File: src/pin_io_pkg.sv
// Purpose: Shared constants and types for the timer pin control block.
// Assumes: Registers sit behind a plain strobe port with 8-bit data.
// Notes: Offsets are indexes of the plain register port.
package pin_io_pkg;
    localparam int ADDR_W = 4;
    localparam int DATA_W = 8;
    localparam int CNT_W = 16;
    localparam logic [3:0] OFF_CH2_A_CTL = 4'h0;
    localparam logic [3:0] OFF_CH3_A_CTL = 4'h1;
    localparam logic [3:0] OFF_CH3_C_CTL = 4'h2;
    localparam logic [3:0] OFF_CH3_MODE = 4'h3;
    localparam logic [3:0] OFF_PIN_STATUS = 4'h4;
    localparam logic [3:0] OFF_CH2_A_LO = 4'h5;
    localparam logic [3:0] OFF_CH2_A_HI = 4'h6;
    localparam logic [3:0] OFF_CH3_A_LO = 4'h7;
    localparam logic [3:0] OFF_CH3_A_HI = 4'h8;
    localparam logic [3:0] OFF_CH3_C_LO = 4'h9;
    localparam logic [3:0] OFF_CH3_C_HI = 4'ha;
    localparam int CTL_LSB = 0;
    localparam int BUF_AC_BIT = 4;
    localparam logic [7:0] CTL_RESET = 8'h00;
    localparam logic [7:0] MODE_RESET = 8'h00;
    localparam logic [15:0] GREG_RESET = 16'hffff;
    localparam logic [7:0] READ_UNMAPPED = 8'h00;

    typedef struct packed {
        logic [3:0] addr;
        logic [7:0] wdata;
        logic wr;
        logic rd;
    } reg_req_t;

    typedef struct packed {
        logic [3:0] ctl;
        logic ctl_written;
        logic suppress;
    } chan_cfg_t;
endpackage : pin_io_pkg

File: src/pin_sync.sv
// Purpose: Three-stage synchroniser that reports a pin change once stages two and three agree.
// Assumes: The pin is asynchronous to the clock.
// Notes: The first stage is read only by the second.
`timescale 1ns/1ps
module pin_sync (
    // Clock and reset.
    input wire logic clock,
    input wire logic rst,
    // Pin and result.
    input wire logic pin_in,
    output logic level,
    output logic rise,
    output logic fall
);
    logic s1_reg;
    logic s2_reg;
    logic s3_reg;
    logic level_reg;
    wire agree = (s2_reg == s3_reg);

    always_ff @(posedge clock or posedge rst) begin
        if (rst) begin
            s1_reg <= 1'b0;
            s2_reg <= 1'b0;
            s3_reg <= 1'b0;
            level_reg <= 1'b0;
        end else begin
            s1_reg <= pin_in;
            s2_reg <= s1_reg;
            s3_reg <= s2_reg;
            if (agree) begin
                level_reg <= s3_reg;
            end
        end
    end

    assign level = level_reg;
    assign rise = agree && s3_reg && !level_reg;
    assign fall = agree && !s3_reg && level_reg;
endmodule : pin_sync

File: src/pin_channel.sv
// Purpose: One general register with its pin, as output compare or input capture.
// Assumes: The counter runs on the same clock.
// Notes: A write to the control field applies the initial level in the next cycle.
`timescale 1ns/1ps
module pin_channel
    import pin_io_pkg::*;
#(
    parameter int W = CNT_W
) (
    // Clock and reset.
    input wire logic clock,
    input wire logic rst,
    // Configuration.
    input wire chan_cfg_t cfg,
    input wire logic ctl_wr,
    input wire logic greg_wr,
    input wire logic [W-1:0] greg_wdata,
    // Counter and pin.
    input wire logic [W-1:0] counter,
    input wire logic pin_in,
    // Results.
    output logic [W-1:0] greg,
    output logic pin_out,
    output logic pin_oe,
    output logic event_pulse
);
    logic [W-1:0] greg_reg;
    logic [W-1:0] greg_next;
    logic out_reg;
    logic out_next;
    logic evt_reg;
    logic rise;
    logic fall;

    pin_sync u_sync (
        .clock(clock),
        .rst(rst),
        .pin_in(pin_in),
        .level(),
        .rise(rise),
        .fall(fall)
    );

    wire is_capture = cfg.ctl[3];
    wire active = !cfg.suppress;
    wire match = active && !is_capture && (counter == greg_reg);
    wire sel_edge = cfg.ctl[1] ? (rise || fall)
                  : (cfg.ctl[0] ? fall
                  : rise);
    wire capture = active && is_capture && sel_edge;
    wire init_level = cfg.ctl[2];

    always_comb begin
        out_next = out_reg;
        if (ctl_wr && !cfg.ctl[3] && cfg.ctl[1:0] != 2'b00) begin
            out_next = init_level;
        end else if (match) begin
            unique case (cfg.ctl[1:0])
                2'b00: out_next = out_reg;
                2'b01: out_next = 1'b0;
                2'b10: out_next = 1'b1;
                2'b11: out_next = !out_reg;
            endcase
        end
    end

    always_comb begin
        greg_next = greg_reg;
        if (capture) begin
            greg_next = counter;
        end else if (greg_wr) begin
            greg_next = greg_wdata;
        end
    end

    always_ff @(posedge clock or posedge rst) begin
        if (rst) begin
            greg_reg <= W'(GREG_RESET);
            out_reg <= 1'b0;
            evt_reg <= 1'b0;
        end else begin
            greg_reg <= greg_next;
            out_reg <= out_next;
            evt_reg <= match || capture;
        end
    end

    assign greg = greg_reg;
    assign pin_out = out_reg;
    assign pin_oe = !cfg.ctl[3] || !cfg.ctl_written;
    assign event_pulse = evt_reg;

    a_toggle_on_match: assert property (@(posedge clock) disable iff (rst)
        match && !ctl_wr && cfg.ctl[1:0] == 2'b11 |=> pin_out != $past(pin_out))
        else $error("toggle mode did not invert pin on match");
    a_low_on_match: assert property (@(posedge clock) disable iff (rst)
        match && !ctl_wr && cfg.ctl[1:0] == 2'b01 |=> !pin_out)
        else $error("clear mode did not drive pin low");
    a_high_on_match: assert property (@(posedge clock) disable iff (rst)
        match && !ctl_wr && cfg.ctl[1:0] == 2'b10 |=> pin_out)
        else $error("set mode did not drive pin high");
    a_hold_on_match: assert property (@(posedge clock) disable iff (rst)
        match && !ctl_wr && cfg.ctl[1:0] == 2'b00 |=> $stable(pin_out))
        else $error("hold mode changed the pin");
    a_capture_value: assert property (@(posedge clock) disable iff (rst)
        capture |=> greg == $past(counter))
        else $error("capture did not store the counter");
    a_rise_capture: assert property (@(posedge clock) disable iff (rst)
        cfg.ctl[3] && cfg.ctl[1:0] == 2'b00 && fall && !greg_wr |=> $stable(greg))
        else $error("rising mode captured on a falling edge");
    a_fall_capture: assert property (@(posedge clock) disable iff (rst)
        active && cfg.ctl[3] && cfg.ctl[1:0] == 2'b01 && fall |=> evt_reg)
        else $error("falling mode missed a falling edge");
    a_both_capture: assert property (@(posedge clock) disable iff (rst)
        active && cfg.ctl[3] && cfg.ctl[1] && (rise || fall) |=> evt_reg)
        else $error("both-edge mode missed an edge");
    a_suppress_quiet: assert property (@(posedge clock) disable iff (rst)
        cfg.suppress |=> !evt_reg)
        else $error("suppressed register raised an event");
    c_toggle: cover property (@(posedge clock) match && cfg.ctl[1:0] == 2'b11);
    c_capture: cover property (@(posedge clock) capture);
    c_both: cover property (@(posedge clock) capture && cfg.ctl[1]);
endmodule : pin_channel

File: src/timer_io_pin_control_ch2_ch3.sv
// Purpose: Pin control of channel 2 register A and channel 3 registers A and C.
// Assumes: Counters come from the surrounding timer on the same clock.
// Notes: Read data appear in the cycle after the read strobe.
// Contract
// - Codes 0000 and 0100 compare but keep the pin level on match.
// - After reset the pin is driven low until its field is written.
// - Code 0001 starts low, 0101 starts high; match drives low.
// - Code 0010 starts low, 0110 starts high; match drives high.
// - Code 0011 starts low, 0111 starts high; match toggles the pin.
// - Bit 3 set, bits 1:0 00 captures on rising edges.
// - Bit 3 set, bits 1:0 01 captures on falling edges.
// - Bit 3 set, bit 1 set captures on both edges.
// - Buffer mode for register C disables its compare and capture.
`timescale 1ns/1ps
module timer_io_pin_control_ch2_ch3
    import pin_io_pkg::*;
#(
    parameter int W = CNT_W
) (
    // Clock and reset.
    input wire logic clock,
    input wire logic rst,
    // Register port.
    input wire logic [ADDR_W-1:0] addr,
    input wire logic [DATA_W-1:0] wdata,
    input wire logic wr,
    input wire logic rd,
    output logic [DATA_W-1:0] rdata,
    // Counters.
    input wire logic [W-1:0] ch2_count,
    input wire logic [W-1:0] ch3_count,
    // Pins.
    input wire logic ch2_pin_a_in,
    output logic ch2_pin_a_out,
    output logic ch2_pin_a_oe,
    input wire logic ch3_pin_a_in,
    output logic ch3_pin_a_out,
    output logic ch3_pin_a_oe,
    input wire logic ch3_pin_c_in,
    output logic ch3_pin_c_out,
    output logic ch3_pin_c_oe,
    // Events.
    output logic [2:0] event_out
);
    if (W != 16) begin : g_width_check
        $error("only a 16-bit register width is served");
    end

    logic [7:0] ch2_pin_a_io_control_reg;
    logic [7:0] ch3_pin_a_io_control_reg;
    logic [7:0] ch3_pin_c_io_control_reg;
    logic [7:0] ch3_mode_reg;
    logic [2:0] written_reg;
    logic [2:0] ctl_wr_reg;
    logic [DATA_W-1:0] rdata_reg;
    logic [DATA_W-1:0] rdata_next;
    logic [2:0] pin_out_w;
    logic [2:0] pin_oe_w;
    logic [2:0] evt_w;
    logic [2:0] pout_reg;
    logic [2:0] poe_reg;
    logic [2:0] evt_reg;
    logic [W-1:0] greg_w [3];
    logic [W-1:0] wr_word [3];
    logic [2:0] greg_wr;

    reg_req_t req;
    assign req = '{addr: addr, wdata: wdata, wr: wr, rd: rd};

    wire wr_ctl2a = req.wr && req.addr == OFF_CH2_A_CTL;
    wire wr_ctl3a = req.wr && req.addr == OFF_CH3_A_CTL;
    wire wr_ctl3c = req.wr && req.addr == OFF_CH3_C_CTL;
    wire wr_mode = req.wr && req.addr == OFF_CH3_MODE;
    wire buf_c = ch3_mode_reg[BUF_AC_BIT];

    function automatic logic [W-1:0] merge(input logic [W-1:0] old, input logic [7:0] b,
                                           input logic hi);
        merge = hi ? {b, old[7:0]} : {old[W-1:8], b};
    endfunction : merge

    assign greg_wr[0] = req.wr && (req.addr == OFF_CH2_A_LO || req.addr == OFF_CH2_A_HI);
    assign greg_wr[1] = req.wr && (req.addr == OFF_CH3_A_LO || req.addr == OFF_CH3_A_HI);
    assign greg_wr[2] = req.wr && (req.addr == OFF_CH3_C_LO || req.addr == OFF_CH3_C_HI);
    assign wr_word[0] = merge(greg_w[0], req.wdata, req.addr == OFF_CH2_A_HI);
    assign wr_word[1] = merge(greg_w[1], req.wdata, req.addr == OFF_CH3_A_HI);
    assign wr_word[2] = merge(greg_w[2], req.wdata, req.addr == OFF_CH3_C_HI);

    chan_cfg_t cfg [3];
    assign cfg[0] = '{ctl: ch2_pin_a_io_control_reg[CTL_LSB +: 4], ctl_written: written_reg[0],
                      suppress: 1'b0};
    assign cfg[1] = '{ctl: ch3_pin_a_io_control_reg[CTL_LSB +: 4], ctl_written: written_reg[1],
                      suppress: 1'b0};
    assign cfg[2] = '{ctl: ch3_pin_c_io_control_reg[CTL_LSB +: 4], ctl_written: written_reg[2],
                      suppress: buf_c};

    wire [W-1:0] cnt_sel [3] = '{ch2_count, ch3_count, ch3_count};
    wire [2:0] pin_in_w = {ch3_pin_c_in, ch3_pin_a_in, ch2_pin_a_in};

    for (genvar i = 0; i < 3; i++) begin : g_ch
        pin_channel #(.W(W)) u_ch (
            .clock(clock),
            .rst(rst),
            .cfg(cfg[i]),
            .ctl_wr(ctl_wr_reg[i]),
            .greg_wr(greg_wr[i]),
            .greg_wdata(wr_word[i]),
            .counter(cnt_sel[i]),
            .pin_in(pin_in_w[i]),
            .greg(greg_w[i]),
            .pin_out(pin_out_w[i]),
            .pin_oe(pin_oe_w[i]),
            .event_pulse(evt_w[i])
        );
    end

    always_comb begin
        unique case (req.addr)
            OFF_CH2_A_CTL: rdata_next = ch2_pin_a_io_control_reg;
            OFF_CH3_A_CTL: rdata_next = ch3_pin_a_io_control_reg;
            OFF_CH3_C_CTL: rdata_next = ch3_pin_c_io_control_reg;
            OFF_CH3_MODE: rdata_next = ch3_mode_reg;
            OFF_PIN_STATUS: rdata_next = {2'b00, pin_oe_w, pin_out_w};
            OFF_CH2_A_LO: rdata_next = greg_w[0][7:0];
            OFF_CH2_A_HI: rdata_next = greg_w[0][15:8];
            OFF_CH3_A_LO: rdata_next = greg_w[1][7:0];
            OFF_CH3_A_HI: rdata_next = greg_w[1][15:8];
            OFF_CH3_C_LO: rdata_next = greg_w[2][7:0];
            OFF_CH3_C_HI: rdata_next = greg_w[2][15:8];
            default: rdata_next = READ_UNMAPPED;
        endcase
        if (!req.rd) begin
            rdata_next = 8'h00;
        end
    end

    always_ff @(posedge clock or posedge rst) begin
        if (rst) begin
            ch2_pin_a_io_control_reg <= CTL_RESET;
            ch3_pin_a_io_control_reg <= CTL_RESET;
            ch3_pin_c_io_control_reg <= CTL_RESET;
            ch3_mode_reg <= MODE_RESET;
            written_reg <= 3'h0;
            ctl_wr_reg <= 3'h0;
            rdata_reg <= 8'h00;
        end else begin
            if (wr_ctl2a) ch2_pin_a_io_control_reg <= req.wdata;
            if (wr_ctl3a) ch3_pin_a_io_control_reg <= req.wdata;
            if (wr_ctl3c) ch3_pin_c_io_control_reg <= req.wdata;
            if (wr_mode) ch3_mode_reg <= req.wdata;
            written_reg <= written_reg | {wr_ctl3c, wr_ctl3a, wr_ctl2a};
            ctl_wr_reg <= {wr_ctl3c, wr_ctl3a, wr_ctl2a};
            rdata_reg <= rdata_next;
        end
    end

    // Pins stay low and driven until their field is first written.
    always_ff @(posedge clock or posedge rst) begin
        if (rst) begin
            pout_reg <= 3'h0;
            poe_reg <= 3'h7;
            evt_reg <= 3'h0;
        end else begin
            pout_reg <= pin_out_w & written_reg;
            poe_reg <= pin_oe_w | ~written_reg;
            evt_reg <= evt_w;
        end
    end

    assign rdata = rdata_reg;
    assign {ch3_pin_c_out, ch3_pin_a_out, ch2_pin_a_out} = pout_reg;
    assign {ch3_pin_c_oe, ch3_pin_a_oe, ch2_pin_a_oe} = poe_reg;
    assign event_out = evt_reg;

    a_low_before_write: assert property (@(posedge clock) disable iff (rst)
        !written_reg[0] |=> !ch2_pin_a_out && ch2_pin_a_oe)
        else $error("pin not low before its field was written");
    a_buffer_no_event: assert property (@(posedge clock) disable iff (rst)
        buf_c ##1 buf_c |=> !event_out[2])
        else $error("buffered register C raised an event");
    a_ch3a_low_start: assert property (@(posedge clock) disable iff (rst)
        !written_reg[1] |=> !ch3_pin_a_out && ch3_pin_a_oe)
        else $error("ch3 pin a not low before its field was written");
    a_ch3c_low_start: assert property (@(posedge clock) disable iff (rst)
        !written_reg[2] |=> !ch3_pin_c_out && ch3_pin_c_oe)
        else $error("ch3 pin c not low before its field was written");
    a_capture_releases: assert property (@(posedge clock) disable iff (rst)
        written_reg[0] && ch2_pin_a_io_control_reg[3] |=> !ch2_pin_a_oe)
        else $error("capture mode still drives the pin");
    a_compare_drives: assert property (@(posedge clock) disable iff (rst)
        written_reg[0] && !ch2_pin_a_io_control_reg[3] |=> ch2_pin_a_oe)
        else $error("compare mode does not drive the pin");
    a_read_idle_zero: assert property (@(posedge clock) disable iff (rst)
        !rd |=> rdata == 8'h00)
        else $error("read data stood outside its cycle");
    c_buffer_mode: cover property (@(posedge clock) buf_c && ch3_pin_c_io_control_reg[3]);
    c_first_write: cover property (@(posedge clock) wr_ctl2a && !written_reg[0]);
endmodule : timer_io_pin_control_ch2_ch3

File: config.mk
export PLATFORM = sky130hd
export DESIGN_NAME = timer_io_pin_control_ch2_ch3
export DESIGN_NICKNAME = d
export VERILOG_FILES = /design/src/pin_io_pkg.sv /design/src/pin_sync.sv /design/src/pin_channel.sv /design/src/timer_io_pin_control_ch2_ch3.sv
export SDC_FILE = /design/constraint.sdc
export NUM_CORES = 1
export LEC_CHECK = 0
export ABC_AREA = 0
export ABC_CLOCK_PERIOD_IN_PS = 4900
export BUFFER_PORTS_ARGS = -buffer_cell sky130_fd_sc_hd__clkbuf_2
export CORE_MARGIN = 4
export CORE_UTILIZATION = 50
export DETAILED_ROUTE_END_ITERATION = 7
export PLACE_DENSITY = 0.69
export SLEW_MARGIN = 5
export SYNTH_ARGS = -nofsm -noshare
export SYNTH_HDL_FRONTEND = slang
export SYNTH_HIERARCHICAL = 1
export SYNTH_SLANG_ARGS = --single-unit
File: constraint.sdc
create_clock -name clock -period 4.9 [get_ports clock]
set_input_delay 0 -clock clock [delete_from_list [all_inputs] [get_ports clock]]
set_output_delay 0 -clock clock [all_outputs]
set_load 0.02 [all_outputs]
# [After elaboration in Yosys (flattened, before gate mapping)]
# Index checks and enable logic that the tools add are counted.
[op_classes] eq_ne=31 n_mux=26 bitwise_logic=4 n_reduce_logical=86
[ops] op="$mux 16" n=9
[ops] op="$pmux 8 s11" n=1
[ops] op="$eq 16x16->1" n=3
[ops] op="$logic_and 1x1->1" n=33
[ops] op="$reduce_bool 2->1" n=12
[ops] op="$reduce_and 2->1" n=9
[ops] op="$eq 4x3->1 const B" n=4
[ops] op="$logic_not 1->1" n=16
[ops] op="$eq 2x2->1 const B" n=6
[ops] op="$eq 4x4->1 const B" n=3
[ops] op="$logic_or 1x1->1" n=12
[ops] op="$mux 1" n=12
[ops] op="$ne 2x1->1 const B" n=6
[ops] op="$pmux 1 s3" n=3
[ops] op="$eq 4x2->1 const B" n=2
[ops] op="$mux 8" n=1
[ops] op="$eq 2x1->1 const B" n=3
[ops] op="$logic_not 2->1" n=3
[ops] op="$or 3x3->3" n=2
[ops] op="$eq 4x1->1 const B" n=1
[ops] op="$logic_not 4->1" n=1
[ops] op="$and 3x3->3" n=1
[ops] op="$eq 1x1->1" n=3
[ops] op="$not 3->3" n=1
[totals] regBits=121 input_bits=51 output_inout_bits=17 wordCells=181

# [Logic depth before layout (Yosys ltp)]
# Gate-level depths: netlist of run 1.
[logic_depth] word_depth=8 depth_mapped=10 ltp_nobuf=7

# [Hierarchy]
# The synthesis of run 1 kept the hierarchy.
[by_module_without_submodules] mod="pin_channel" n_inst=3 cells_each=111 area_each_um2=1218.7 seq_area_each_um2=470.5
[by_module_without_submodules] mod="timer_io_pin_control_ch2_ch3" n_inst=1 cells_each=301 area_each_um2=3543.4 seq_area_each_um2=1380.1
[by_module_without_submodules] mod="pin_sync" n_inst=3 cells_each=12 area_each_um2=163.9 seq_area_each_um2=100.1

# [Worst setup path after synthesis of run 1]
# OpenSTA, ideal clock, no wires.
[synth_path] kind="input to register" from="input port addr[3]" to="register g_ch[1].u_ch.greg_reg[0]" setup_ns=0.080 arrival_time_ns=1.850 required_time_ns=4.820 path_slack_ns=2.970 stages=10 n_path_buf=4 cell_sequence="buf_6 -> inv_2 -> nor4_2 -> buf_4 -> a31oi_1 -> nor2b_1 -> buf_2 -> clkbuf_1 -> mux2i_1 -> a21oi_2"
[synth_between] elab_chain_len=5 elab_cells_between_ends=7 cone_classes="eq/ne: 3; reduce/logical: 4"
[synth_lines] element="start, declared" line_no="timer_io_pin_control_ch2_ch3.sv:24" text="input wire logic [ADDR_W-1:0] addr,"
[synth_lines] element="$eq 4x3->1 or $eq 4x4->1 (tied branches)" line_no="timer_io_pin_control_ch2_ch3.sv:82" text="assign greg_wr[1] = req.wr && (req.addr == OFF_CH3_A_LO || req.addr == OFF_CH3_A_HI);"
[synth_lines] element="$logic_or 1x1->1 *" line_no="timer_io_pin_control_ch2_ch3.sv:82"
[synth_lines] element="$logic_and 1x1->1 *" line_no="timer_io_pin_control_ch2_ch3.sv:82"
[synth_lines] element="net greg_wr[1]" line_no="timer_io_pin_control_ch2_ch3.sv:65" text="logic [2:0] greg_wr;"
[synth_lines] element="$reduce_bool 2->1 (no source line) *"
[synth_lines] element="$reduce_and 2->1 (no source line) *"
[synth_lines] element="end signal, assigned" line_no="pin_channel.sv:78" text="greg_reg <= W'(GREG_RESET);"
[synth_lines] element="end signal, assigned" line_no="pin_channel.sv:82" text="greg_reg <= greg_next;"
[synth_lines] element="end, declared" line_no="pin_channel.sv:27" text="logic [W-1:0] greg_reg;"
# The timed path passes the listed nets; every way through them passes the cells marked *.
# A chain may end at the register's enable or synchronous reset.

# [Final worst setup path of run 1]
[layout_path] from="input port addr[2]" to="register g_ch[1].u_ch.greg_reg[4]"
# The elaborated chain is that of the path after synthesis.

==> results of run 1 <==
cells in the final DEF (no fill, tap or decap), drive strengths merged, types with 4 or more instances in the layout:
cell / n
nor2: 52
nand4: 7
a32o: 4
nand2: 17
and2: 10
inv: 31
nor2b: 14
o21ai: 10
xnor2: 33
dfstp: 51
ha: 6
mux2: 86
nand2b: 9
clkbuf: 84
nand3: 14
conb: 4
dfrtp: 70
nor3b: 6
or2: 4
a21oi: 58
dlygate4sd3: 37
xor2: 15
nor4: 4
a31oi: 10
nor3: 9
a22o: 7
buf: 4
mux2i: 64
a22oi: 6
cell type report:
type	instances	area [µm²]	area share
multi-input combinational	483	4158	0.4699
sequential	121	3092	0.3495
timing repair buffer	108	735.7	0.08316
clock buffer	17	425.4	0.04808
tap	188	235.2	0.02659
clock inverter	15	126.4	0.01428
inverter	20	75.07	0.008485
tightest hold or removal path: cells and delay by family:
family,cells,cell delay [ps]
and+or+nand+nor,1,240
buffers and inverters,2,210
routing by layer:
metal  vias up  global-route usage  wire length, µm
li1       2553                   -                -
met1      2748              0.3350             9399
met2       142              0.3734             9530
met3        27             0.05916             1066
met4         0             0.07060              397
met5         -                   0                0
report_power, final:
group          internal [mW]  switching [mW]
registers               1.46           0.412
clock network          0.663           0.517
logic                  0.679           0.546
total                   2.81            1.47
cell families after synthesis:
family                     share of synthesized area
DFF                                           0.4020
and+or+nand+nor                               0.1275
buffers and inverters                        0.06312
AOI/OAI and AO/OA                             0.1201
xor gates and xnor gates                     0.05466
other                                      0.0004876
adders and majority gates                   0.009761
muxes                                         0.2224
path summary, 6_finish.rpt:
path | endpoint | slack, ps | depth (start not counted)
worst max-delay path | g_ch[1].u_ch/greg[4] | 2470 | 6
worst min-delay path | ctl_wr_reg[1] | 80 | 3
worst max register to register | g_ch[2].u_ch/greg[7] | 2870 | 7
worst min register to register | event_out[2] | 350 | 0
max in group asynchronous | poe_reg[0] | 3810 | 4
min in group asynchronous | g_ch[2].u_ch/u_sync/level | 130 | 3
==> run summary, run 1 <==
post-cts resize count -> 0
final setup vio count -> 0
most repeated cell in the gate-level netlist after synthesis -> sky130_fd_sc_hd__dfrtp_1
family with the most delay on the worst path -> simple AND/OR/NAND/NOR gates
floorplan row count -> 45
length of the first detailed-routing pass in iterations -> 5
Worst Setup Path Type -> primary input to flip-flop
summed instance area of the synthesized netlist -> 7691 µm²
DRT Wirelength -> 20390 µm
GRT Resource Usage Total -> 0.2405
largest stage delay on the critical path -> 900 ps
number of standard cells in the final layout excluding fillers -> 952
drc violations -> 0
cell taking the most area after synthesis -> sky130_fd_sc_hd__dfrtp_1
Routed wire per std cell -> 21.42 µm
number of enable-type register cells in the synthesized netlist -> 0
required time of the critical path -> 5230 ps
Non-Filler Cell Area, Final -> 8847 µm²
initial antenna violation count -> 0
Max clock buf depth -> 2
post-synth top area share -> 0.2278
number of register bits inferred by synthesis -> 121
worst path buffer plus inverter count -> 1
number of flip-flops under the largest register name -> 48
total power -> 4.280 mW
worst setup slack after layout -> 2474 ps
Worst-path clk slew -> 60 ps
final-layout setup total negative slack -> 0 ps
critical path, cell by cell -> clkbuf_2 -> nor2b_1 -> a31oi_1 -> nor2b_2 -> mux2i_1 -> a21oi_2
Clock Latency Late Sink -> 430 ps
post-CTS setup buffer count -> 0
proportion of register bits with asynchronous set or reset after synthesis -> 1.000
Most used DFF post-synth -> sky130_fd_sc_hd__dfrtp_1
post-route clock skew -> 8.759 ps
most instantiated cells after synthesis -> sky130_fd_sc_hd__dfrtp_1, sky130_fd_sc_hd__mux2_2, sky130_fd_sc_hd__mux2i_1
pin count of the biggest net entering global routing -> 41
status -> complete, no violations
WP data arrival -> 2760 ps
Seq/Total Area, Yosys -> 0.4020
share of post-route cells with drive strength above 1 -> 0.4634
Reg2Reg Launch Point -> g_ch[2].u_ch/u_sync/s2_reg
actual slew at the worst max-slew pin -> 1106 ps
Final Slew Violations -> 0
worst slew margin relative to its limit -> 0.2595
maximum level of the CTS H-tree -> 4
setup repair after global routing missed its margin -> no
number of antenna cells inserted -> 0
placed instance count -> 883
number of fill cells -> 1247
number of nets in the final layout -> 808
height of the die -> 132.0 µm
post-synthesis instance total -> 670
shortest period the worst path allows -> 2426 ps
highest net fanout along the worst path -> 34
yosys warns -> 6
detailed-route via count -> 5470
TritonCTS buffer count -> 17
first-pass GRT wire length -> 32350 µm
number of buffers inserted by hold repair at cts -> 37
Die ar. -> 17430 µm²
class of the tightest hold or removal check -> primary input to flip-flop
core area -> 15150 µm²
GPL Wtd Cong -> 0.9088
final hold slack -> 80.06 ps
Period Utilization, post-route -> 0.4952
IR Drop Worst-Case VDD -> 0.0002670 V
pre-CTS setup slack -> 2094 ps
top cells by area, synth -> sky130_fd_sc_hd__dfrtp_1, sky130_fd_sc_hd__dfstp_2, sky130_fd_sc_hd__mux2_2, sky130_fd_sc_hd__mux2i_1, sky130_fd_sc_hd__a21oi_2
area of placed instances -> 7925 µm²
number of max-capacitance violations reported -> 0
startpoint class of the critical path -> primary input
Critical Path Sink Type -> flip-flop
detailed router's first-iteration violation count -> 481
Critical-path top delay cell -> sky130_fd_sc_hd__nor2b_2
vias per cell -> 5.746
via count of the first global-routing pass -> 5602
number of nets with antenna violations after detailed routing -> 0
launch point of the critical path -> addr[2]
total number of clock tree sinks -> 121
power density of the placed cells -> 483.7 nW/µm²
syn_area_per_cell -> 11.48 µm²
global-route congestion overflow total -> 0
clock tree from TritonCTS -> yes
Clock Tree Root -> sky130_fd_sc_hd__clkbuf_16
synthesis-to-finish area growth -> 15.03%
final core utilization -> 0.5841
Final Hold Vio Count -> 0
worst hold start -> wr
unique cell type count in the Yosys netlist -> 67
maximum clock frequency -> 412.1 MHz
Final HPWL DP -> 14220 µm
LEAKAGE -> 3.644 nW
num ports -> 68
IO Port Bufs -> 67
overall die width -> 132.0 µm
initial cell density of the core -> 0.5078
Note: power is estimated with default switching activity, not from simulation.
==> run 2, diff against run 1 <==
- ABC_CLOCK_PERIOD_IN_PS: 4900 -> 2140
- PLACE_DENSITY: 0.69 -> 0.71
- clock period: 4.9 -> 2.14 ns (I/O delays scaled with it)
==> run 2 against run 1 <==
- flip-flop and latch count stayed put
- worst setup slack worse by 2300 ps
- die area did not move
- count of clock-buffer cells in the layout increased by 7
- critical path type is now flip-flop to flip-flop
- largest cell class unchanged
==> run summary, run 2 (same netlist as run 1, synthesis figures left out) <==
status -> complete, no violations (unchanged)
floorplan row count -> 45 (unchanged)
number of flip-flops under the largest register name -> 48 (unchanged)
maximum clock frequency -> 500.9 MHz
worst slew margin relative to its limit -> 0.4705 (was 0.2595)
LEAKAGE -> 3.773 nW (was 3.644 nW)
vias per cell -> 5.779 (was 5.746)
worst hold start -> wdata[7] (was wr)
num ports -> 68 (unchanged)
Routed wire per std cell -> 20.75 µm (was 21.42 µm)
terminating pin of the worst hold path -> ch2_pin_a_io_control_reg[7] (was ctl_wr_reg[1])
detailed-route via count -> 5611 (was 5470)
largest stage delay on the critical path -> 780 ps (was 900 ps)
Hold Path Depth -> 2 (was 3)
Final HPWL DP -> 14210 µm (was 14220 µm)
number of buffers inserted by hold repair at cts -> 37 (unchanged)
global-route congestion overflow total -> 0 (unchanged)
highest net fanout along the worst path -> 33 (was 34)
part of the power in the clock network -> 0.293 (was 0.276)
TritonCTS buffer count -> 17 (unchanged)
number of max-capacitance violations reported -> 0 (unchanged)
Clock Latency Late Sink -> 420 ps (was 430 ps)
leading cell types in the layout, fill and taps excluded -> sky130_fd_sc_hd__dfrtp_1, sky130_fd_sc_hd__clkbuf_2, sky130_fd_sc_hd__mux2_2, sky130_fd_sc_hd__mux2i_1, sky130_fd_sc_hd__a21oi_2 (unchanged)
actual slew at the worst max-slew pin -> 793.3 ps (was 1106 ps)
number of fill cells -> 1217 (was 1247)
number of nets with antenna violations after detailed routing -> 0 (unchanged)
initial antenna violation count -> 0 (unchanged)
pin count of the biggest net entering global routing -> 34 (was 41)
share of post-route cells with drive strength above 1 -> 0.4713 (was 0.4634)
leading cell type in the layout, fill and taps excluded -> sky130_fd_sc_hd__dfrtp_1 (unchanged)
WP data arrival -> 2320 ps (was 2760 ps)
final core utilization -> 0.5988 (was 0.5841)
clock tree from TritonCTS -> yes (unchanged)
post-cts resize count -> 0 (unchanged)
synthesis-to-finish area growth -> 17.91% (was 15.03%)
Multi-input gate area -> 4151 µm² (was 4158 µm²)
final setup vio count -> 0 (unchanged)
NetSw -> 3.188 mW (was 1.474 mW)
Logic pwr share -> 0.285 (was 0.286)
IO Port Bufs -> 67 (unchanged)
sequential share of power -> 0.422 (was 0.438)
number of nets in the final layout -> 827 (was 808)
Reg2Reg Launch Point -> g_ch[0].u_ch/u_sync/s2_reg (was g_ch[2].u_ch/u_sync/s2_reg)
register-to-register setup slack -> 140 ps (was 2870 ps)
Worst-path clk slew -> 50 ps (was 60 ps)
final hold slack -> 27.53 ps (was 80.06 ps)
Critical-path top delay cell -> sky130_fd_sc_hd__or4b_4 (was sky130_fd_sc_hd__nor2b_2)
GRT Resource Usage Total -> 0.2342 (was 0.2405)
Critical Path Sink Type -> flip-flop (unchanged)
Worst Setup Path Type -> flip-flop to flip-flop (was primary input to flip-flop)
shortest period the worst path allows -> 1996 ps
post-route clock skew -> 5.954 ps (was 8.759 ps)
Max clock buf depth -> 2 (unchanged)
Die ar. -> 17430 µm² (unchanged)
core area -> 15150 µm² (unchanged)
Final Hold Vio Count -> 0 (unchanged)
total power -> 10.03 mW (was 4.280 mW)
Clock Tree Root -> sky130_fd_sc_hd__clkbuf_16 (unchanged)
class of the tightest hold or removal check -> primary input to flip-flop (unchanged)
worst-case reg-to-reg path depth -> 7 (unchanged)
startpoint class of the critical path -> flip-flop (was primary input)
DRT Wirelength -> 20150 µm (was 20390 µm)
overall die width -> 132.0 µm (unchanged)
maximum level of the CTS H-tree -> 4 (unchanged)
first-pass GRT wire length -> 31900 µm (was 32350 µm)
cell internal pwr -> 6.846 mW (was 2.806 mW)
number of standard cells in the final layout excluding fillers -> 971 (was 952)
Period Utilization, post-route -> 0.9328
Final Slew Violations -> 0 (unchanged)
Critical R2R Capture -> g_ch[0].u_ch/greg[7] (was g_ch[2].u_ch/greg[7])
GPL Wtd Cong -> 0.9121 (was 0.9088)
initial cell density of the core -> 0.5078 (unchanged)
height of the die -> 132.0 µm (unchanged)
detailed router's first-iteration violation count -> 462 (was 481)
setup repair after global routing missed its margin -> no (unchanged)
power density of the placed cells -> 1106 nW/µm² (was 483.7 nW/µm²)
via count of the first global-routing pass -> 5633 (was 5602)
critical path, cell by cell -> inv_1 -> ha_1 -> and2_1 -> nor3b_1 -> or4b_4 -> nor2_1 -> a21oi_2 (was clkbuf_2 -> nor2b_1 -> a31oi_1 -> nor2b_2 -> mux2i_1 -> a21oi_2)
required time of the critical path -> 2470 ps (was 5230 ps)
length of the first detailed-routing pass in iterations -> 7 (was 5)
drc violations -> 0 (unchanged)
IR Drop Worst-Case VDD -> 0.0006234 V (was 0.0002670 V)
total number of clock tree sinks -> 121 (unchanged)
placed instance count -> 902 (was 883)
register area -> 3092 µm² (unchanged)
number of antenna cells inserted -> 0 (unchanged)
Switching Share -> 0.3177 (was 0.3445)
final-layout setup total negative slack -> 0 ps (unchanged)
post-CTS setup buffer count -> 0 (unchanged)
[run 2: through the flow]
stage                     setup WS [ps]  instance area, µm²
final                             143.7                9069
after global routing              69.19                9069
after CTS                         159.1                9069
after detailed placement          174.3                8099
after global placement            239.6                8099
after floorplan                   209.6                7702
[run 2: power groups by stage]
stage          sequential [mW]  combinational [mW]  clock, mW
3_5_place_dp              4.25                2.77          0
2_1_floorplan             3.97                2.22          0
5_1_grt                   4.32                3.09       3.07
6_report                  4.23                2.86       2.94
3_3_place_gp              4.20                2.67          0
4_1_cts                   4.22                2.85       2.97
[run 2: critical path: cells and delay by family, from the launching register on]
kind	cells	cell delay [ps]
AO/OA/AOI/OAI	1	40
adder cells (fa/ha/maj)	1	130
buffers and inverters	1	70
flip-flops	1	400
AND/OR/NAND/NOR	4	1230
[run 2: how the worst max path moves through the flow]
stage | start | endpoint | slack (ps)
after floorplan | addr[3] | g_ch[1].u_ch/greg[0] | 210
after global placement | g_ch[2].u_ch/u_sync/s2_reg | g_ch[2].u_ch/greg[6] | 240
after detailed placement | g_ch[0].u_ch/u_sync/s2_reg | g_ch[0].u_ch/greg[7] | 170
after CTS | g_ch[0].u_ch/u_sync/s2_reg | g_ch[0].u_ch/greg[7] | 160
after global routing | g_ch[0].u_ch/u_sync/s2_reg | g_ch[0].u_ch/greg[7] | 70
final | g_ch[0].u_ch/u_sync/s2_reg | g_ch[0].u_ch/greg[7] | 140
[run 2: metal layers]
layer | share of wire | vias up | global-route usage
li1 | - | 2579 | -
met5 | 0 | - | 0
met2 | 0.47 | 191 | 0.3640
met3 | 0.058 | 35 | 0.05076
met1 | 0.45 | 2806 | 0.3240
met4 | 0.023 | 0 | 0.08401
[run 2: final cells by class]
| cell class | instances | area share |
|---|---|---|
| Clock buffer | 24 | 0.05312 |
| Clock inverter | 8 | 0.01297 |
| Inverter | 20 | 0.008278 |
| Multi-Input combinational cell | 483 | 0.4578 |
| Sequential cell | 121 | 0.3409 |
| Tap cell | 188 | 0.02594 |
| Timing Repair Buffer | 127 | 0.1010 |
==> run 3, diff against run 2 <==
- ABC_CLOCK_PERIOD_IN_PS: 2140 -> 1700
- clock period: 2.14 -> 1.7 ns (I/O delays scaled with it)
==> run 3 against run 2 <==
- the run now ends with negative setup slack left
- final cell count grew 2.4%
- wire length grew 9.1%
- critical endpoint unchanged
- flip-flop and latch count is the same
==> run summary, run 3 (same netlist as run 1, synthesis figures left out) <==
GPL Wtd Cong -> 0.8595 (was 0.9121)
global-route congestion overflow total -> 0 (unchanged)
LEAKAGE -> 4.008 nW (was 3.773 nW)
highest net fanout along the worst path -> 16 (was 33)
number of nets with antenna violations after detailed routing -> 0 (unchanged)
actual slew at the worst max-slew pin -> 793.4 ps (was 793.3 ps)
leading cell types in the layout, fill and taps excluded -> sky130_fd_sc_hd__dfrtp_1, sky130_fd_sc_hd__clkbuf_2, sky130_fd_sc_hd__mux2_2, sky130_fd_sc_hd__mux2i_1 (was sky130_fd_sc_hd__dfrtp_1, sky130_fd_sc_hd__clkbuf_2, sky130_fd_sc_hd__mux2_2, sky130_fd_sc_hd__mux2i_1, sky130_fd_sc_hd__a21oi_2)
number of antenna cells inserted -> 0 (unchanged)
first-pass GRT wire length -> 33820 µm (was 31900 µm)
Final Hold Vio Count -> 0 (unchanged)
number of max-capacitance violations reported -> 0 (unchanged)
IR Drop Worst-Case VDD -> 0.0006944 V (was 0.0006234 V)
core area -> 15150 µm² (unchanged)
WP data arrival -> 2250 ps (was 2320 ps)
clock tree from TritonCTS -> yes (unchanged)
leading cell type in the layout, fill and taps excluded -> sky130_fd_sc_hd__dfrtp_1 (unchanged)
GRT Resource Usage Total -> 0.2485 (was 0.2342)
violations in the final reports -> negative setup slack
floorplan row count -> 45 (unchanged)
Max clock buf depth -> 2 (unchanged)
overall die width -> 132.0 µm (unchanged)
total number of clock tree sinks -> 121 (unchanged)
synthesis-to-finish area growth -> 26.44% (was 17.91%)
power density of the placed cells -> 1324 nW/µm² (was 1106 nW/µm²)
Die ar. -> 17430 µm² (unchanged)
final core utilization -> 0.6420 (was 0.5988)
startpoint class of the critical path -> flip-flop (unchanged)
final setup vio count -> 51 (was 0)
class of the tightest hold or removal check -> primary input to flip-flop (unchanged)
number of standard cells in the final layout excluding fillers -> 994 (was 971)
maximum clock frequency -> 525.6 MHz (was 500.9 MHz)
number of nets in the final layout -> 851 (was 827)
Routed wire per std cell -> 22.11 µm (was 20.75 µm)
pin count of the biggest net entering global routing -> 37 (was 34)
worst setup slack after layout -> -202.6 ps (was 143.7 ps)
via count of the first global-routing pass -> 6064 (was 5633)
worst slew margin relative to its limit -> 0.4705 (about the same)
maximum level of the CTS H-tree -> 4 (unchanged)
post-route clock skew -> 6.767 ps (was 5.954 ps)
Final Slew Violations -> 0 (unchanged)
vias per cell -> 5.907 (was 5.779)
Period Utilization, post-route -> 1.119 (was 0.9328)
required time of the critical path -> 2050 ps (was 2470 ps)
length of the first detailed-routing pass in iterations -> 5 (was 7)
Worst-path clk slew -> 50 ps (about the same)
number of flip-flops under the largest register name -> 48 (unchanged)
num ports -> 68 (unchanged)
Critical Path Sink Type -> flip-flop (unchanged)
drc violations -> 0 (unchanged)
height of the die -> 132.0 µm (unchanged)
Final HPWL DP -> 14600 µm (was 14210 µm)
detailed router's first-iteration violation count -> 544 (was 462)
DRT Wirelength -> 21980 µm (was 20150 µm)
Worst Setup Path Type -> flip-flop to flip-flop (unchanged)
total power -> 12.87 mW (was 10.03 mW)
initial cell density of the core -> 0.5078 (unchanged)
TritonCTS buffer count -> 17 (unchanged)
shortest period the worst path allows -> 1903 ps (was 1996 ps)
setup repair after global routing missed its margin -> yes (was no)
placed instance count -> 918 (was 902)
status -> complete, but fails checks (was complete, no violations)
initial antenna violation count -> 0 (unchanged)
share of post-route cells with drive strength above 1 -> 0.5161 (was 0.4713)
Clock Tree Root -> sky130_fd_sc_hd__clkbuf_16 (unchanged)
Clock Latency Late Sink -> 420 ps (about the same)
IO Port Bufs -> 67 (unchanged)
detailed-route via count -> 5872 (was 5611)
run 3: critical path, cell delays in order (launching register included):
cell	delay [ps]
sky130_fd_sc_hd__dfrtp_1	410
sky130_fd_sc_hd__inv_2	90
sky130_fd_sc_hd__ha_4	120
sky130_fd_sc_hd__and2_4	140
sky130_fd_sc_hd__nor3b_2	40
sky130_fd_sc_hd__or4b_4	660
sky130_fd_sc_hd__buf_16	220
sky130_fd_sc_hd__a21oi_2	150
run 3: worst paths after layout:
check / from / to / slack (ps) / depth (start not counted)
worst max-delay path: g_ch[0].u_ch/u_sync/s2_reg / g_ch[0].u_ch/greg[7] / -200 / 7
worst min-delay path: wdata[5] / ch2_pin_a_io_control_reg[5] / 30 / 2
worst max register to register: g_ch[0].u_ch/u_sync/s2_reg / g_ch[0].u_ch/greg[7] / -200 / 7
worst min register to register: g_ch[2].u_ch/event_pulse / event_out[2] / 350 / 0
max in group asynchronous: rst / g_ch[2].u_ch/greg[11] / 710 / 4
min in group asynchronous: rst / g_ch[2].u_ch/u_sync/s3_reg / 140 / 3
run 3: what timing repair did:
| action | CTS | global route |
|---|---|---|
| hold buffers | 36 | 1 |
| hold endpoints to repair | 87 | 1 |
| gates resized for setup | 26 | 20 |
| setup endpoints to repair | 49 | 52 |
| buffers inserted | 1 | 0 |
| pin swaps | 3 | 3 |
| cloned | 4 | 3 |
run 3: layout make-up:
cell class              instances  area, µm²
repair buffers                151       1348
multi-input cells             483       4388
inverters                      20      75.07
fillers                      1127       5421
clock buffers                  22      464.2
clock inverters                 9      122.6
flip-flops and latches        121       3092
well taps                     188      235.2
run 3: through the flow:
| step | instance area, µm² | worst slack (ps) | setup TNS (ps) | hold slack [ps] |
|---|---|---|---|---|
| detailed placement | 8397 | -173.8 | -4551 | 34.12 |
| global placement | 8397 | -69.29 | -1486 | 24.68 |
| floorplan | 7790 | -14.41 | -184.3 | -233.9 |
| global route | 9724 | -260.4 | -10030 | 30.92 |
| finish | 9724 | -202.6 | -6911 | 26.06 |
| CTS | 9539 | -177.3 | -5689 | -187.3 |
run 3: layer usage:
layer | global-route usage | wire (µm)
met5 | 0 | 0
met4 | 0.1044 | 594
met3 | 0.05534 | 1432
met2 | 0.3880 | 10510
met1 | 0.3348 | 9439
run 3: report_power, final:
group / leakage (nW) / internal (mW) / switching [mW]
registers: 1.40 / 4.22 / 1.09
clock network: 0.290 / 2.36 / 1.27
logic: 2.32 / 2.14 / 1.79
